File: src/dspcmg_pkg.sv
// constants, field layouts and types of the clock mode generator
// assumes a single 200 MHz system clock and an apb register port
`default_nettype none
package dspcmg_pkg;

  // ---------------------------------------------------------------
  // timing
  // ---------------------------------------------------------------
  localparam int unsigned CLOCK_HZ        = 200_000_000;
  localparam int unsigned CLOCK_PERIOD_NS = 5;
  localparam int unsigned LOCK_TIME_MS    = 30;
  localparam int unsigned LOCK_CYCLES     = (CLOCK_HZ / 1000) * LOCK_TIME_MS;
  localparam int unsigned REF_MIN_NS      = 20;
  localparam int unsigned REF_MAX_INT_NS  = 200;
  localparam int unsigned REF_MAX_HALF_NS = 100;
  localparam int unsigned REF_MAX_QTR_NS  = 50;
  // least time rounds up, longest time rounds down
  localparam logic [7:0] REF_MIN_CYC      = 8'((REF_MIN_NS + CLOCK_PERIOD_NS - 1) / CLOCK_PERIOD_NS);
  localparam logic [7:0] REF_MAX_INT_CYC  = 8'(REF_MAX_INT_NS / CLOCK_PERIOD_NS);
  localparam logic [7:0] REF_MAX_HALF_CYC = 8'(REF_MAX_HALF_NS / CLOCK_PERIOD_NS);
  localparam logic [7:0] REF_MAX_QTR_CYC  = 8'(REF_MAX_QTR_NS / CLOCK_PERIOD_NS);
  localparam logic [7:0] PERIOD_SAT       = 8'hff;

  // ---------------------------------------------------------------
  // register map and fields
  // ---------------------------------------------------------------
  localparam logic [7:0] ADDR_PLL_MODE    = 8'h00;
  localparam logic [7:0] ADDR_BANK_SWITCH = 8'h04;
  localparam int unsigned MULT_LSB        = 0;
  localparam int unsigned PLL_ON_BIT      = 8;
  localparam int unsigned LOCKED_BIT      = 9;
  localparam int unsigned FAULT_BIT       = 10;
  localparam int unsigned STRAP_LSB       = 12;
  localparam int unsigned DIV_LSB         = 0;
  localparam logic [5:0] MULT_ZERO        = 6'h00;
  localparam logic [5:0] MULT_ONE         = 6'h04;
  localparam logic [1:0] FRAC_INT         = 2'h0;
  localparam logic [1:0] FRAC_HALF        = 2'h2;
  localparam logic [1:0] DIV_NONE         = 2'h0;
  localparam logic [1:0] DIV_RESET        = 2'h3;
  localparam logic [2:0] STRAP_DIV2_LO    = 3'h0;
  localparam logic [2:0] STRAP_DIV4       = 3'h5;
  localparam logic [2:0] STRAP_DIV2_HI    = 3'h7;
  localparam logic [2:0] STRAP_OSC        = 3'h0;

  // ---------------------------------------------------------------
  // types
  // ---------------------------------------------------------------
  typedef enum logic [1:0]
  {
    MODE_DIV2 = 2'b00,
    MODE_DIV4 = 2'b01,
    MODE_PLL  = 2'b10
  } dspcmg_mode_t;

  typedef enum logic
  {
    ST_RUN  = 1'b0,
    ST_LOCK = 1'b1
  } dspcmg_lock_t;

endpackage
`default_nettype wire

File: src/dspcmg_clk_if.sv
// link between the control top and the machine tick generator
// assumes both ends run on the same system clock
`timescale 1ns/10ps
`default_nettype none
interface dspcmg_clk_if;
  dspcmg_pkg::dspcmg_mode_t mode;      // active clock mode
  logic [5:0]               mult_q;    // multiplier in quarters
  logic                     ref_level; // reference clock level
  logic                     tick;      // machine clock half-period pulse
  logic [7:0]               period;    // measured reference period, cycles

  modport gen
  (
    input  mode,
    input  mult_q,
    input  ref_level,
    output tick,
    output period
  );
  modport ctl
  (
    output mode,
    output mult_q,
    output ref_level,
    input  tick,
    input  period
  );
endinterface
`default_nettype wire

File: src/dspcmg_tick_gen.sv
// machine clock tick generator: divide or digitally multiply the reference
// assumes the reference level is synchronous to the system clock
`timescale 1ns/10ps
`default_nettype none
module dspcmg_tick_gen
(
  input  wire logic   clock, // system clock
  input  wire logic   reset, // synchronous, active high
  dspcmg_clk_if.gen   link   // mode in, ticks out
);

  typedef struct packed
  {
    logic        ref_q;
    logic [7:0]  cnt;
    logic [7:0]  period;
    logic        div_ph;
    logic [10:0] acc;
    logic        tick;
  } dspcmg_gen_state_t;

  dspcmg_gen_state_t cur;
  dspcmg_gen_state_t next_cur;

  // ---------------------------------------------------------------
  // period measure and tick generation
  // ---------------------------------------------------------------
  // the phase accumulator spreads 2*N ticks over each measured
  // reference period; jitter of one system cycle is the price
  always_comb
  begin
    logic        rise;
    logic [10:0] lim;
    logic [10:0] sum;
    rise = 1'b0;
    lim = 11'h000;
    sum = 11'h000;
    next_cur = cur;
    rise = link.ref_level & ~cur.ref_q;
    next_cur.ref_q = link.ref_level;
    next_cur.tick = 1'b0;
    if (rise)
    begin
      next_cur.period = cur.cnt;
      next_cur.cnt = 8'h01;
    end
    else if (cur.cnt != dspcmg_pkg::PERIOD_SAT)
    begin
      next_cur.cnt = cur.cnt + 8'h01;
    end
    lim = {1'b0, cur.period, 2'b00};
    sum = cur.acc + {4'h0, link.mult_q, 1'b0};
    case (link.mode)
      dspcmg_pkg::MODE_DIV2:
      begin
        next_cur.tick = rise;
        next_cur.acc = 11'h000;
      end
      dspcmg_pkg::MODE_DIV4:
      begin
        if (rise)
        begin
          next_cur.div_ph = ~cur.div_ph;
          next_cur.tick = cur.div_ph;
        end
        next_cur.acc = 11'h000;
      end
      dspcmg_pkg::MODE_PLL:
      begin
        if (lim != 11'h000)
        begin
          next_cur.acc = sum;
          if (sum >= lim)
          begin
            next_cur.tick = 1'b1;
            // overspeed clamp keeps the accumulator bounded
            next_cur.acc = ((sum - lim) >= lim) ? 11'h000 : (sum - lim);
          end
        end
      end
      default:
      begin
        next_cur.acc = 11'h000;
      end
    endcase
  end

  // ---------------------------------------------------------------
  // state register
  // ---------------------------------------------------------------
  always_ff @(posedge clock)
  begin
    if (reset)
    begin
      cur       <= '0;
      // follow the free running pin so a level already high is no rise
      cur.ref_q <= link.ref_level;
    end
    else
    begin
      cur <= next_cur;
    end
  end

  assign link.tick   = cur.tick;
  assign link.period = cur.period;

endmodule
`default_nettype wire

File: src/dspcmg_top.sv
// clock mode generator: strap decode, pll mode register, output divider
// assumes apb master on the system clock and straps stable during reset
`timescale 1ns/10ps
`default_nettype none
module dspcmg_top
#(
  parameter int unsigned LOCK_CYCLES = dspcmg_pkg::LOCK_CYCLES // pll lock wait
)
(
  input  wire logic        clock,                 // 200 MHz system clock
  input  wire logic        reset,                 // synchronous, active high
  input  wire logic        psel,                  // apb select
  input  wire logic        penable,               // apb access phase
  input  wire logic        pwrite,                // apb write
  input  wire logic [7:0]  paddr,                 // apb byte address
  input  wire logic [31:0] pwdata,                // apb write data
  output var  logic [31:0] prdata,                // apb read data
  output var  logic        pready,                // apb ready
  output var  logic        pslverr,               // apb error, unmapped
  input  wire logic        clock_mode_strap_1,    // mode strap 1
  input  wire logic        clock_mode_strap_2,    // mode strap 2
  input  wire logic        clock_mode_strap_3,    // mode strap 3
  input  wire logic        reference_clock_input, // reference clock level
  output var  logic        oscillator_enable,     // internal oscillator on
  output var  logic        machine_clock,         // machine clock level
  output var  logic        machine_tick,          // machine clock edge pulse
  output var  logic        machine_clock_output,  // divided output clock
  output var  logic        pll_locked             // multiplied clock stable
);

  typedef struct packed
  {
    dspcmg_pkg::dspcmg_lock_t lock;
    logic [2:0]               strap;
    logic [5:0]               mult_cur;
    logic [5:0]               mult_pend;
    logic                     pll_on;
    logic                     pend_on;
    logic [31:0]              lock_cnt;
    logic                     locked;
    logic                     fault;
    logic [1:0]               div_field;
    logic                     mclk;
    logic                     tick;
    logic [1:0]               out_cnt;
    logic                     out_clk;
    logic                     osc_en;
    logic                     pready;
    logic                     pslverr;
    logic [31:0]              prdata;
  } dspcmg_top_state_t;

  dspcmg_top_state_t cur;
  dspcmg_top_state_t next_cur;
  dspcmg_clk_if      clk_link ();

  // ---------------------------------------------------------------
  // tick generator
  // ---------------------------------------------------------------
  dspcmg_tick_gen u_tick_gen
  (
    .clock (clock),
    .reset (reset),
    .link  (clk_link.gen)
  );

  // applied configuration steers the generator; a pending one waits
  // out the lock time so the machine clock never sees a half setting
  always_comb
  begin
    if (cur.pll_on)
    begin
      clk_link.mode = dspcmg_pkg::MODE_PLL;
    end
    else if (cur.strap == dspcmg_pkg::STRAP_DIV4)
    begin
      clk_link.mode = dspcmg_pkg::MODE_DIV4;
    end
    else
    begin
      clk_link.mode = dspcmg_pkg::MODE_DIV2;
    end
  end
  assign clk_link.mult_q    = cur.mult_cur;
  assign clk_link.ref_level = reference_clock_input;

  // ---------------------------------------------------------------
  // next state
  // ---------------------------------------------------------------
  always_comb
  begin
    logic [2:0]  strap_in;
    logic        strap_pll;
    logic        hit_pll;
    logic        hit_bank;
    logic        done;
    logic [7:0]  max_cyc;
    logic [31:0] rd;
    strap_in  = {clock_mode_strap_1, clock_mode_strap_2, clock_mode_strap_3};
    strap_pll = 1'b0;
    hit_pll   = 1'b0;
    hit_bank  = 1'b0;
    done      = 1'b0;
    max_cyc   = dspcmg_pkg::REF_MAX_INT_CYC;
    rd        = 32'h0000_0000;
    next_cur  = cur;

    // straps outside the divide table start the pll at times one
    strap_pll = (strap_in != dspcmg_pkg::STRAP_DIV2_LO) &&
                (strap_in != dspcmg_pkg::STRAP_DIV4) &&
                (strap_in != dspcmg_pkg::STRAP_DIV2_HI);

    if (reset)
    begin
      next_cur           = '0;
      next_cur.strap     = strap_in;
      next_cur.osc_en    = (strap_in == dspcmg_pkg::STRAP_OSC);
      next_cur.mult_cur  = dspcmg_pkg::MULT_ONE;
      next_cur.mult_pend = dspcmg_pkg::MULT_ONE;
      next_cur.pll_on    = 1'b0;
      next_cur.pend_on   = strap_pll;
      next_cur.lock      = strap_pll ? dspcmg_pkg::ST_LOCK : dspcmg_pkg::ST_RUN;
      next_cur.locked    = ~strap_pll;
      next_cur.div_field = dspcmg_pkg::DIV_RESET;
    end
    else
    begin
      // pll lock wait
      case (cur.lock)
        dspcmg_pkg::ST_RUN:
        begin
          next_cur.lock_cnt = 32'h0000_0000;
        end
        dspcmg_pkg::ST_LOCK:
        begin
          next_cur.lock_cnt = cur.lock_cnt + 32'h0000_0001;
          if (cur.lock_cnt >= 32'(LOCK_CYCLES - 1))
          begin
            next_cur.lock     = dspcmg_pkg::ST_RUN;
            next_cur.mult_cur = cur.mult_pend;
            next_cur.pll_on   = cur.pend_on;
            next_cur.locked   = 1'b1;
            next_cur.lock_cnt = 32'h0000_0000;
          end
        end
        default:
        begin
          next_cur.lock = dspcmg_pkg::ST_RUN;
        end
      endcase

      // input period against the range of the multiplier class
      case (cur.mult_cur[1:0])
        dspcmg_pkg::FRAC_INT:  max_cyc = dspcmg_pkg::REF_MAX_INT_CYC;
        dspcmg_pkg::FRAC_HALF: max_cyc = dspcmg_pkg::REF_MAX_HALF_CYC;
        default:               max_cyc = dspcmg_pkg::REF_MAX_QTR_CYC;
      endcase
      next_cur.fault = cur.pll_on &&
                       ((clk_link.period < dspcmg_pkg::REF_MIN_CYC) ||
                        (clk_link.period > max_cyc));

      // machine clock and output divider; divide by field plus one
      next_cur.tick = clk_link.tick;
      if (clk_link.tick)
      begin
        next_cur.mclk = ~cur.mclk;
        if (cur.div_field == dspcmg_pkg::DIV_NONE)
        begin
          next_cur.out_clk = ~cur.mclk;
          next_cur.out_cnt = 2'h0;
        end
        else if (cur.out_cnt >= cur.div_field)
        begin
          next_cur.out_clk = ~cur.out_clk;
          next_cur.out_cnt = 2'h0;
        end
        else
        begin
          next_cur.out_cnt = cur.out_cnt + 2'h1;
        end
      end

      // apb slave: one wait state, write lands at the completing edge
      hit_pll  = (paddr == dspcmg_pkg::ADDR_PLL_MODE);
      hit_bank = (paddr == dspcmg_pkg::ADDR_BANK_SWITCH);
      done     = psel & penable & cur.pready;
      next_cur.pready = psel & penable & ~cur.pready;
      rd[dspcmg_pkg::MULT_LSB +: 6]  = cur.mult_cur;
      rd[dspcmg_pkg::PLL_ON_BIT]     = cur.pll_on;
      rd[dspcmg_pkg::LOCKED_BIT]     = cur.locked;
      rd[dspcmg_pkg::FAULT_BIT]      = cur.fault;
      rd[dspcmg_pkg::STRAP_LSB +: 3] = cur.strap;
      if (hit_bank)
      begin
        rd = 32'h0000_0000;
        rd[dspcmg_pkg::DIV_LSB +: 2] = cur.div_field;
      end
      else if (!hit_pll)
      begin
        rd = 32'h0000_0000;
      end
      next_cur.prdata  = (psel & penable & ~cur.pready & ~pwrite) ? rd : 32'h0000_0000;
      next_cur.pslverr = psel & penable & ~cur.pready & ~hit_pll & ~hit_bank;

      if (done && pwrite && hit_pll &&
          (pwdata[dspcmg_pkg::MULT_LSB +: 6] != dspcmg_pkg::MULT_ZERO))
      begin
        // a new factor restarts the lock wait; the old one keeps running
        next_cur.mult_pend = pwdata[dspcmg_pkg::MULT_LSB +: 6];
        next_cur.pend_on   = pwdata[dspcmg_pkg::PLL_ON_BIT];
        next_cur.lock      = dspcmg_pkg::ST_LOCK;
        next_cur.lock_cnt  = 32'h0000_0000;
        next_cur.locked    = 1'b0;
      end
      if (done && pwrite && hit_bank)
      begin
        next_cur.div_field = pwdata[dspcmg_pkg::DIV_LSB +: 2];
        next_cur.out_cnt   = 2'h0;
      end
    end
  end

  // ---------------------------------------------------------------
  // state register and outputs
  // ---------------------------------------------------------------
  always_ff @(posedge clock)
  begin
    cur <= next_cur;
  end

  assign prdata               = cur.prdata;
  assign pready               = cur.pready;
  assign pslverr              = cur.pslverr;
  assign oscillator_enable    = cur.osc_en;
  assign machine_clock        = cur.mclk;
  assign machine_tick         = cur.tick;
  assign machine_clock_output = cur.out_clk;
  assign pll_locked           = cur.locked;

endmodule
`default_nettype wire

File: config.mk
export PLATFORM = sky130hd
export DESIGN_NAME = dspcmg_top
export DESIGN_NICKNAME = d
export VERILOG_FILES = /design/src/dspcmg_pkg.sv /design/src/dspcmg_clk_if.sv /design/src/dspcmg_tick_gen.sv /design/src/dspcmg_top.sv
export SDC_FILE = /design/constraint.sdc
export NUM_CORES = 1
export LEC_CHECK = 0
export ABC_CLOCK_PERIOD_IN_PS = 9750
export BUFFER_PORTS_ARGS = -buffer_cell sky130_fd_sc_hd__buf_2
export CAP_MARGIN = 30
export CORE_ASPECT_RATIO = 2
export CORE_MARGIN = 4
export CORE_UTILIZATION = 61
export DETAILED_ROUTE_END_ITERATION = 10
export MAX_ROUTING_LAYER = met4
export PLACE_DENSITY_LB_ADDON = 0.3
export SLEW_MARGIN = 15
export SYNTH_ARGS = -nofsm -noshare
export SYNTH_HDL_FRONTEND = slang
export SYNTH_HIERARCHICAL = 1
export SYNTH_SLANG_ARGS = --single-unit
File: constraint.sdc
create_clock -name clock -period 9.75 [get_ports clock]
set_input_delay 1.95 -clock clock [delete_from_list [all_inputs] [get_ports clock]]
set_output_delay 1.95 -clock clock [all_outputs]
set_load 0.03 [all_outputs]
Word-level counts from Yosys, hierarchy flattened
Cells that the tools add are included.

operators by class
  add/sub/neg operators = 5
  multiply operators = 0
  divide/modulo/power cells = 0
  $lt $le $gt $ge = 6
  equal/unequal tests = 8
  shifts and indexed selects = 0
  muxes and demuxes = 30
  bitwise gates (word level) = 19
  reduce and logical (&&, ||, !) cells = 31

operator list
  kind                                                                           number
  32-bit one-hot mux with 2 select lines                                         1
  42-bit 2-to-1 mux                                                              1
  34-bit 2-to-1 mux                                                              1
  33-bit 2-to-1 mux                                                              1
  32-bit by 1-bit adder with 32-bit output (second input constant)               1
  32-bit by 23-bit >= comparator with 1-bit output (second input constant)       1
  12-bit 2-to-1 mux                                                              2
  8-bit 2-to-1 mux                                                               3
  11-bit by 10-bit >= comparator with 1-bit output                               2
  2-bit 2-to-1 mux                                                               6
  1-bit NOT                                                                      12
  6-bit one-hot mux with 2 select lines                                          1
  11-bit by 7-bit adder with 11-bit output                                       1
  11-bit 2-to-1 mux                                                              1
  11-bit by 10-bit subtractor with 11-bit output                                 1
  1-bit 2-to-1 mux                                                               10
  2-bit OR reduction                                                             5
  3-bit nonzero test                                                             3
  8-bit by 1-bit adder with 8-bit output (second input constant)                 1
  8-bit by 3-bit equality test with 1-bit output (second input constant)         1
  8-bit > comparator                                                             1
  8-bit zero test                                                                1
  8-bit by 3-bit less-than comparator with 1-bit output (second input constant)  1
  8-bit inequality test (second input constant)                                  1
  other kinds (18)                                                               40

word-level totals
  flip-flop bits (word level) = 104
  bits in latches = 0
  RAM bits = 0
  bits in read-only memories = 0
  input bits = 49
  word-level logic and storage cells = 125
  memories = 0

Depth between registers and ports, before layout
Gate-level depths: netlist (run 1).

  depth after elaboration = 7
  mapped depth = 20
  mapped depth without buffers = 20

Hierarchy
The synthesis (run 1) kept the hierarchy.

by module, submodules not included
  module           times used  cells each  area an instance (um^2)  sequential area each (um^2)
  dspcmg_top       1           339         3256.9                   1541.5
  dspcmg_tick_gen  1           268         2243.4                   580.6

Worst setup path before layout (run 1)
OpenSTA, ideal clock, no wires.

  kind = register to register
  start point = register cur, in the netlist clk_link.mult_q[0]
  end point = register u_tick_gen/cur[8] in the netlist's numbering
  library setup time = 0.079 ns
  data arrival time = 4.017 ns
  required time = 9.671 ns
  setup slack = 5.654 ns
  cell stages (with the launch flop) = 19
  path buffers = 0
  path through = dfxtp_1 ha_1 inv_1 fa_1 nor2b_1 o31a_1 o21ai_1 and2_1 xnor2_1 ha_1 a2111o_1 o21ai_1 xnor2_1 ha_1 a2111oi_0 a21oi_2 nor2_4 o2111ai_1 o211ai_1

on the way
  longest elaborated chain between the ends = 5
  elaborated cells between the ends (all ways) = 6
  those cells by class = add/sub (2); order compare (2); mux (2)

RTL lines
  item                                              line                    text
  start: declaration                                dspcmg_top.sv:53        dspcmg_top_state_t cur;
  start signal: assignment                          dspcmg_top.sv:228       cur <= next_cur;
  11-bit by 7-bit adder with 11-bit output (*)      dspcmg_tick_gen.sv:52   sum = cur.acc + {4'h0, link.mult_q, 1'b0};
  11-bit by 10-bit subtractor with 11-bit output    dspcmg_tick_gen.sv:77   next_cur.acc = ((sum - lim) >= lim) ? 11'h000 : (sum - lim);
  11-bit by 10-bit >= comparator with 1-bit output  dspcmg_tick_gen.sv:77
  11-bit 2-to-1 mux                                 dspcmg_tick_gen.sv:77
  12-bit 2-to-1 mux (*)                             dspcmg_tick_gen.sv:73   if (sum >= lim)
  end signal: assignment                            dspcmg_tick_gen.sv:101  cur <= next_cur;
  end: declaration                                  dspcmg_tick_gen.sv:22   dspcmg_gen_state_t cur;

Every way passes the cells marked *; elsewhere a longest branch is shown, timed or not.
A chain may end at the register's enable or synchronous reset.

Worst setup path after layout (run 1)
Ends and elaborated chain as after synthesis.

==> results.toml, run 1 <==
[status]
run_status = "finished clean"

[clock_tree]
clkSlewWorstSetupHoldPaths_ns = 0.07
cts_tree = "yes"
holdBufCountCts = 0
number_of_buffers_created_by_cts = 9
cts.sinks = 103
clock_tree.root_cell = "clkbuf_16"
post-cts-setup-buffer-count = 0
cts_max_level = 3
cts_resized = 0
ctsLongestPathBuffers = 2
clk_latency_worst_skew_pair_ns = 0.35

[synth]
synth_top_cells_by_area = "dfxtp_1, ha_1, buf_4, nand2_1, nor2_1"
dominantRegCellSynth = "dfxtp_1"
synthArstFlopShare_pct = 0
ys_ff_latch = 103
synthesis.area_sq_um = 5500
ys_seq_area_share_pct = 38.6
synth_cell_type_count = 70
synth_top_area_share_pct = 35.3
synth_top_cell_by_area = "dfxtp_1"
cell_count_after_synthesis = 607
avgSynthCellArea_sq_um = 9.06
post-synth-top-count-cell = "dfxtp_1"
number_of_enable_flip_flop_cells_after_synthesis = 6
yosys-top-cells-count = "dfxtp_1, nand2_1, nor2_1, buf_4, ha_1"
yosysWarningCount = 6

[timing]
slew_viol_final = 0
max_clock_freq_mhz = 217
tightest_slew_ns = 0.724
timing.final.setup_violations = 0
final_period_minus_worst_setup_slack_ns = 4.60
skew_ns = 0.0111
timing_hold_violations_final = 0
unrepaired_setup_endpoints_after_global_routing = "false"
setup_tns_ns = 0
layout_worst_path_cycle_share_pct = 47.2
max-slew-margin-rel_pct = 51.1

[global_route]
grt.total_usage_pct = 23.3
grt_pass1_vias = 4184
grt_antenna_before_repair = 0
maximum_number_of_pins_on_one_net_before_global_route_repair = 34
grt_pass1_wl_mm = 18.8
globalRouteOverflowTotal = 0

[power_and_ir_drop]
post-layout-total-power_w = 0.000902
areal_power_density_over_the_cells_nw_per_um2 = 153
static-leakage-power_nw = 2.41
irDropWorstVdd_mv = 0.135

[critical_path]
crit_path_top_delay_cell = "a2111oi_0"
worst_ep_required_time_ns = 10.02
end_kind = "flop"
critical_path_peak_fanout = 7
path_common_cell = "ha_1"
cp-start-kind = "flop"
critical_path.cell_chain = "ha_1 > inv_1 > fa_1 > nor2b_1 > o31a_1 > o21ai_1 > and2_1 > xnor2_1 > ha_1 > a2111o_1 > o21ai_1 > xnor2_1 > ha_1 > a2111oi_0 > a21oi_2 > nor2_4 > o2111ai_1 > o211ai_1"
timing.setup.critical_path_class = "reg -> reg"
worst_ep_arrival_time_ns = 4.87
cpPeakStageDelay_ns = 0.49

[die]
pin_count = 88
die_w_microns = 75.1
start_util_pct = 63.2
die_height_microns = 142
fp.dieArea_sq_um = 10700
core_area_sq_um = 8710
floorplan.rows = 48

[finish]
antenna_cells = 0
layout.nets = 720
area_growth_syn_to_layout_pct = 7.39
drive_above_1_share_pct = 14.6
finalInstanceArea_sq_um = 5910

[detailed_routing]
wl_per_instance_microns = 15.3
via_count = 4159
drt-pass1-iter-count = 4
drtIter0Drc = 206
avgViaCountPerCell = 5.60
drc = 0
route.final.wire_length_mm = 11.3
detail-route-antenna-nets = 0

[placed_design]
placed_area_sq_um = 5580
placed_wire_length_estimate_mm = 8.88
number_of_port_buffers = 42
place_congestion = 0.911

[hold_path]
hold_path_class = "reg -> reg"

[flow_run]
max_cap_violations = 0
[kinds of logic (layout without fill, tap and decap cells)]
kind of cell / after synthesis / after routing / synth area share (%)
simple gates: 233 / 233 / 22.0
compound gates: 103 / 103 / 13.6
flops: 103 / 103 / 38.6
buf+inv: 78 / 86 / 8.55
xor+xnor: 37 / 37 / 6.03
fa+ha+maj: 33 / 33 / 7.78
mux: 19 / 19 / 3.48
other cells: 1 / 29 / 0.0682
[cell usage in the layout, fill, tap and decap left out, types with 13 or more instances in the layout]
cell type   n
mux2i_1    18
xor2_1     19
nor3_1     14
nand4_1    13
xnor2_1    17
nor2_1     54
conb_1     29
and2_1     15
buf_2      42
nand3_1    20
a21oi_1    27
inv_1      24
o21ai_0    16
nand2_1    59
dfxtp_1    97
ha_1       31
[cell type report]
cell class | instances | area (sq um)
Clock inverter | 5 | 70.1
Multi-Input combinational cell | 454 | 3010
Inverter | 26 | 97.6
Timing Repair Buffer | 44 | 225
Fill cell | 710 | 2800
Clock buffer | 11 | 254
Sequential cell | 103 | 2120
Tap cell | 100 | 125
[critical path, delay by kind of cell (launching register included)]
kind / cells / cell delay [ns]
compound gates: 8 / 1.89
fa+ha+maj: 4 / 1.18
simple gates: 3 / 0.61
flops: 1 / 0.43
xor+xnor: 2 / 0.34
buf+inv: 1 / 0.07
[metrics by stage]
step	hold slack, ns	utilization [%]	setup slack [ns]	cells
2_1_floorplan	0.406	-	5.65	635
6_report	0.449	67.8	5.15	743
5_1_grt	0.464	67.8	4.81	743
3_5_place_dp	0.434	64.1	5.15	727
4_1_cts	0.453	67.8	5.12	743
3_3_place_gp	0.444	64.1	5.23	727
[power by group]
| group | switching (W) | internal (W) |
|---|---|---|
| clock | 0.000166 | 0.000220 |
| sequential | 0.00000529 | 0.000433 |
| combinational | 0.0000522 | 0.0000262 |
[sequential cells by signal (all words and copies together), names as in the netlist]
register / count
cur: 49
pready: 1
u_tick_gen/link.period: 8
machine_tick: 1
pslverr: 1
machine_clock_output: 1
u_tick_gen/link.tick: 1
oscillator_enable: 1
pll_locked: 1
clk_link.mult_q: 6
prdata: 12
machine_clock: 1
u_tick_gen/cur: 20
[final timing paths]
check,start,cells after the start,to,slack (ns)
min,cur[42],1,prdata[10],0.45
max,clk_link.mult_q[0],18,u_tick_gen/cur[8],5.15
max reg2reg,clk_link.mult_q[0],18,u_tick_gen/cur[8],5.15
min reg2reg,cur[42],1,prdata[10],0.45
[layer usage]
layer | global-route usage, % | part of all wire (%) | vias to the layer above
met5 | - | 0 | -
met4 | 11.4 | 3.8 | 0
met3 | 4.10 | 2.2 | 31
met2 | 43.1 | 59 | 56
met1 | 22.0 | 35 | 1959
li1 | - | - | 2113
(Power assumes the default switching activity.)
==> run 2: changes to the inputs <==
--- a/config.mk
+++ b/config.mk
@@ -5,12 +5,12 @@
 export SDC_FILE = /design/constraint.sdc
 export NUM_CORES = 1
 export LEC_CHECK = 0
-export ABC_CLOCK_PERIOD_IN_PS = 9750
+export ABC_CLOCK_PERIOD_IN_PS = 3800
 export BUFFER_PORTS_ARGS = -buffer_cell sky130_fd_sc_hd__buf_2
 export CAP_MARGIN = 30
 export CORE_ASPECT_RATIO = 2
 export CORE_MARGIN = 4
-export CORE_UTILIZATION = 61
+export CORE_UTILIZATION = 51
 export DETAILED_ROUTE_END_ITERATION = 10
 export MAX_ROUTING_LAYER = met4
 export PLACE_DENSITY_LB_ADDON = 0.3
==> constraint.sdc (replaced) <==
create_clock -name clock -period 3.8 [get_ports clock]
set_input_delay 0.76 -clock clock [delete_from_list [all_inputs] [get_ports clock]]
set_output_delay 0.76 -clock clock [all_outputs]
set_load 0.03 [all_outputs]
==> run 2 against run 1 <==
The run now ends with setup timing left. Critical path type unchanged. Sequential cell count stayed put. Critical path depth is 3 higher. Global-route usage is 2.2 points lower. Die area is 18% higher.
==> results.toml, run 2 (synthesized netlist as in run 1, its figures left out) <==
[status]
run_status = "complete, but fails checks"
violated_checks = "setup timing"

[timing]
layout_setup_ws_ns = -0.174
final_period_minus_worst_setup_slack_ns = 3.97
max_clock_freq_mhz = 252
unrepaired_setup_endpoints_after_global_routing = "true"
tightest_slew_ns = 0.692
layout_worst_path_cycle_share_pct = 105
max-slew-margin-rel_pct = 53.3
timing.final.setup_violations = 9
skew_ns = 0.0115
slew_viol_final = 0
timing_hold_violations_final = 0

[clock_tree]
clk_latency_worst_skew_pair_ns = 0.34
cts_max_level = 3
holdBufCountCts = 0
clkSlewWorstSetupHoldPaths_ns = 0.07
cts_tree = "yes"
clock_tree.root_cell = "clkbuf_16"
cts.sinks = 103
number_of_buffers_created_by_cts = 9
ctsLongestPathBuffers = 2

[finish]
finalInstanceArea_sq_um = 6580
final-instance-count-excl-fill = 831
final_cell_mix = "dfxtp_1, nand2_1, nor2_1, buf_4, buf_2"
layout.nets = 771
antenna_cells = 0
fill_cells = 898
drive_above_1_share_pct = 26.1
mostFrequentLayoutCell = "dfxtp_1"
largest_register = "cur"
largest_reg_flops = 49
area_growth_syn_to_layout_pct = 19.7

[critical_path]
end_kind = "flop"
worst_path_dominant_cell_family = "compound AO/OA/AOI/OAI gates"
critical_path.cell_chain = "ha_4 > inv_2 > fa_2 > nor2b_4 > o21ai_2 > a21oi_2 > ha_4 > o21a_1 > o31a_1 > o21a_1 > nor2_1 > xnor2_1 > ha_1 > nand4_1 > nor4b_4 > a2111oi_4 > a21oi_4 > nor2_4 > buf_4 > a221oi_2 > nor2_1"
worst_ep_arrival_time_ns = 4.21
crit_path_top_delay_cell = "fa_2"
worst_ep_required_time_ns = 4.03
timing.critical_path.buf_inv = 2
cp-start-kind = "flop"
timing.setup.critical_path_class = "reg -> reg"
crit_cells = 21
cpPeakStageDelay_ns = 0.38
worst_r2r_path_depth = 21
critical_path_peak_fanout = 6

[detailed_routing]
drtIter0Drc = 163
drt-pass1-iter-count = 4
route.final.wire_length_mm = 12.6
avgViaCountPerCell = 5.27
via_count = 4378
wl_per_instance_microns = 15.2
detail-route-antenna-nets = 0
drc = 0

[placed_design]
placedCellCount = 801
number_of_port_buffers = 42
placed_area_sq_um = 5950
place_congestion = 0.885
placed_wire_length_estimate_mm = 9.77

[die]
die_height_microns = 155
fp.dieArea_sq_um = 12600
floorplan.rows = 53
core_area_sq_um = 10500
start_util_pct = 52.2
pin_count = 88
die_w_microns = 81.4

[power_and_ir_drop]
post-layout-total-power_w = 0.00234
static-leakage-power_nw = 2.72
irDropWorstVdd_mv = 0.272
areal_power_density_over_the_cells_nw_per_um2 = 356

[hold_path]
min_delay_path_depth = 1
hold_path_class = "reg -> reg"

[global_route]
maximum_number_of_pins_on_one_net_before_global_route_repair = 34
grt_pass1_wl_mm = 20.0
globalRouteOverflowTotal = 0
grt_pass1_vias = 4380
grt_antenna_before_repair = 0
grt.total_usage_pct = 21.1

[flow_run]
max_cap_violations = 0
[run 2: report_power, final]
part / total (W) / internal [W] / switching, W
sequential: 0.00112 / 0.00111 / 0.0000134
combinational: 0.000286 / 0.000125 / 0.000162
clock: 0.000932 / 0.000522 / 0.000410
total: 0.00234 / 0.00176 / 0.000586
[run 2: area by class of cell]
type / count / area, sq um / share of cell area (%)
multi-input cells: 454 / 3270 / 49.6
flip-flops and latches: 103 / 2130 / 32.3
repair buffers: 95 / 616 / 9.35
clock buffers: 10 / 229 / 3.48
well taps: 137 / 171 / 2.60
inverters: 26 / 97.6 / 1.48
clock inverters: 6 / 75.1 / 1.14
[run 2: final timing paths]
path	startpoint	end	slack (ns)
max	clk_link.mult_q[0]	u_tick_gen/cur[9]	-0.17
min	cur[42]	prdata[10]	0.43
min reg2reg	cur[42]	prdata[10]	0.43
max reg2reg	clk_link.mult_q[0]	u_tick_gen/cur[9]	-0.17
[run 2: repair_timing]
| item | CTS | global route |
|---|---|---|
| hold endpoints to repair | 0 | 0 |
| gates resized for setup | 34 | 6 |
| setup endpoints to repair | 9 | 9 |
| pin swaps | 27 | 14 |
| buffers inserted | 14 | 2 |
[run 2: metrics by stage]
step	setup TNS (ns)	util [%]	worst slack (ns)	hold WS [ns]
2_1_floorplan	0	-	0.0177	0.406
3_3_place_gp	-2.05	56.4	-0.284	0.425
3_5_place_dp	-2.67	56.4	-0.384	0.410
4_1_cts	-1.11	62.2	-0.147	0.427
5_1_grt	-2.94	62.4	-0.376	0.474
6_report	-1.14	62.4	-0.174	0.426
[run 2: metal layers]
layer  track usage [%]  wire length (microns)  vias up  share of wire [%]
met5                 -                      0        -                  0
met4              10.6                    533        0                4.2
met3              3.42                    220       30                1.7
met2              40.8                   7540       61                 60
met1              18.5                   4300     2070                 34
li1                  -                      -     2217                  -
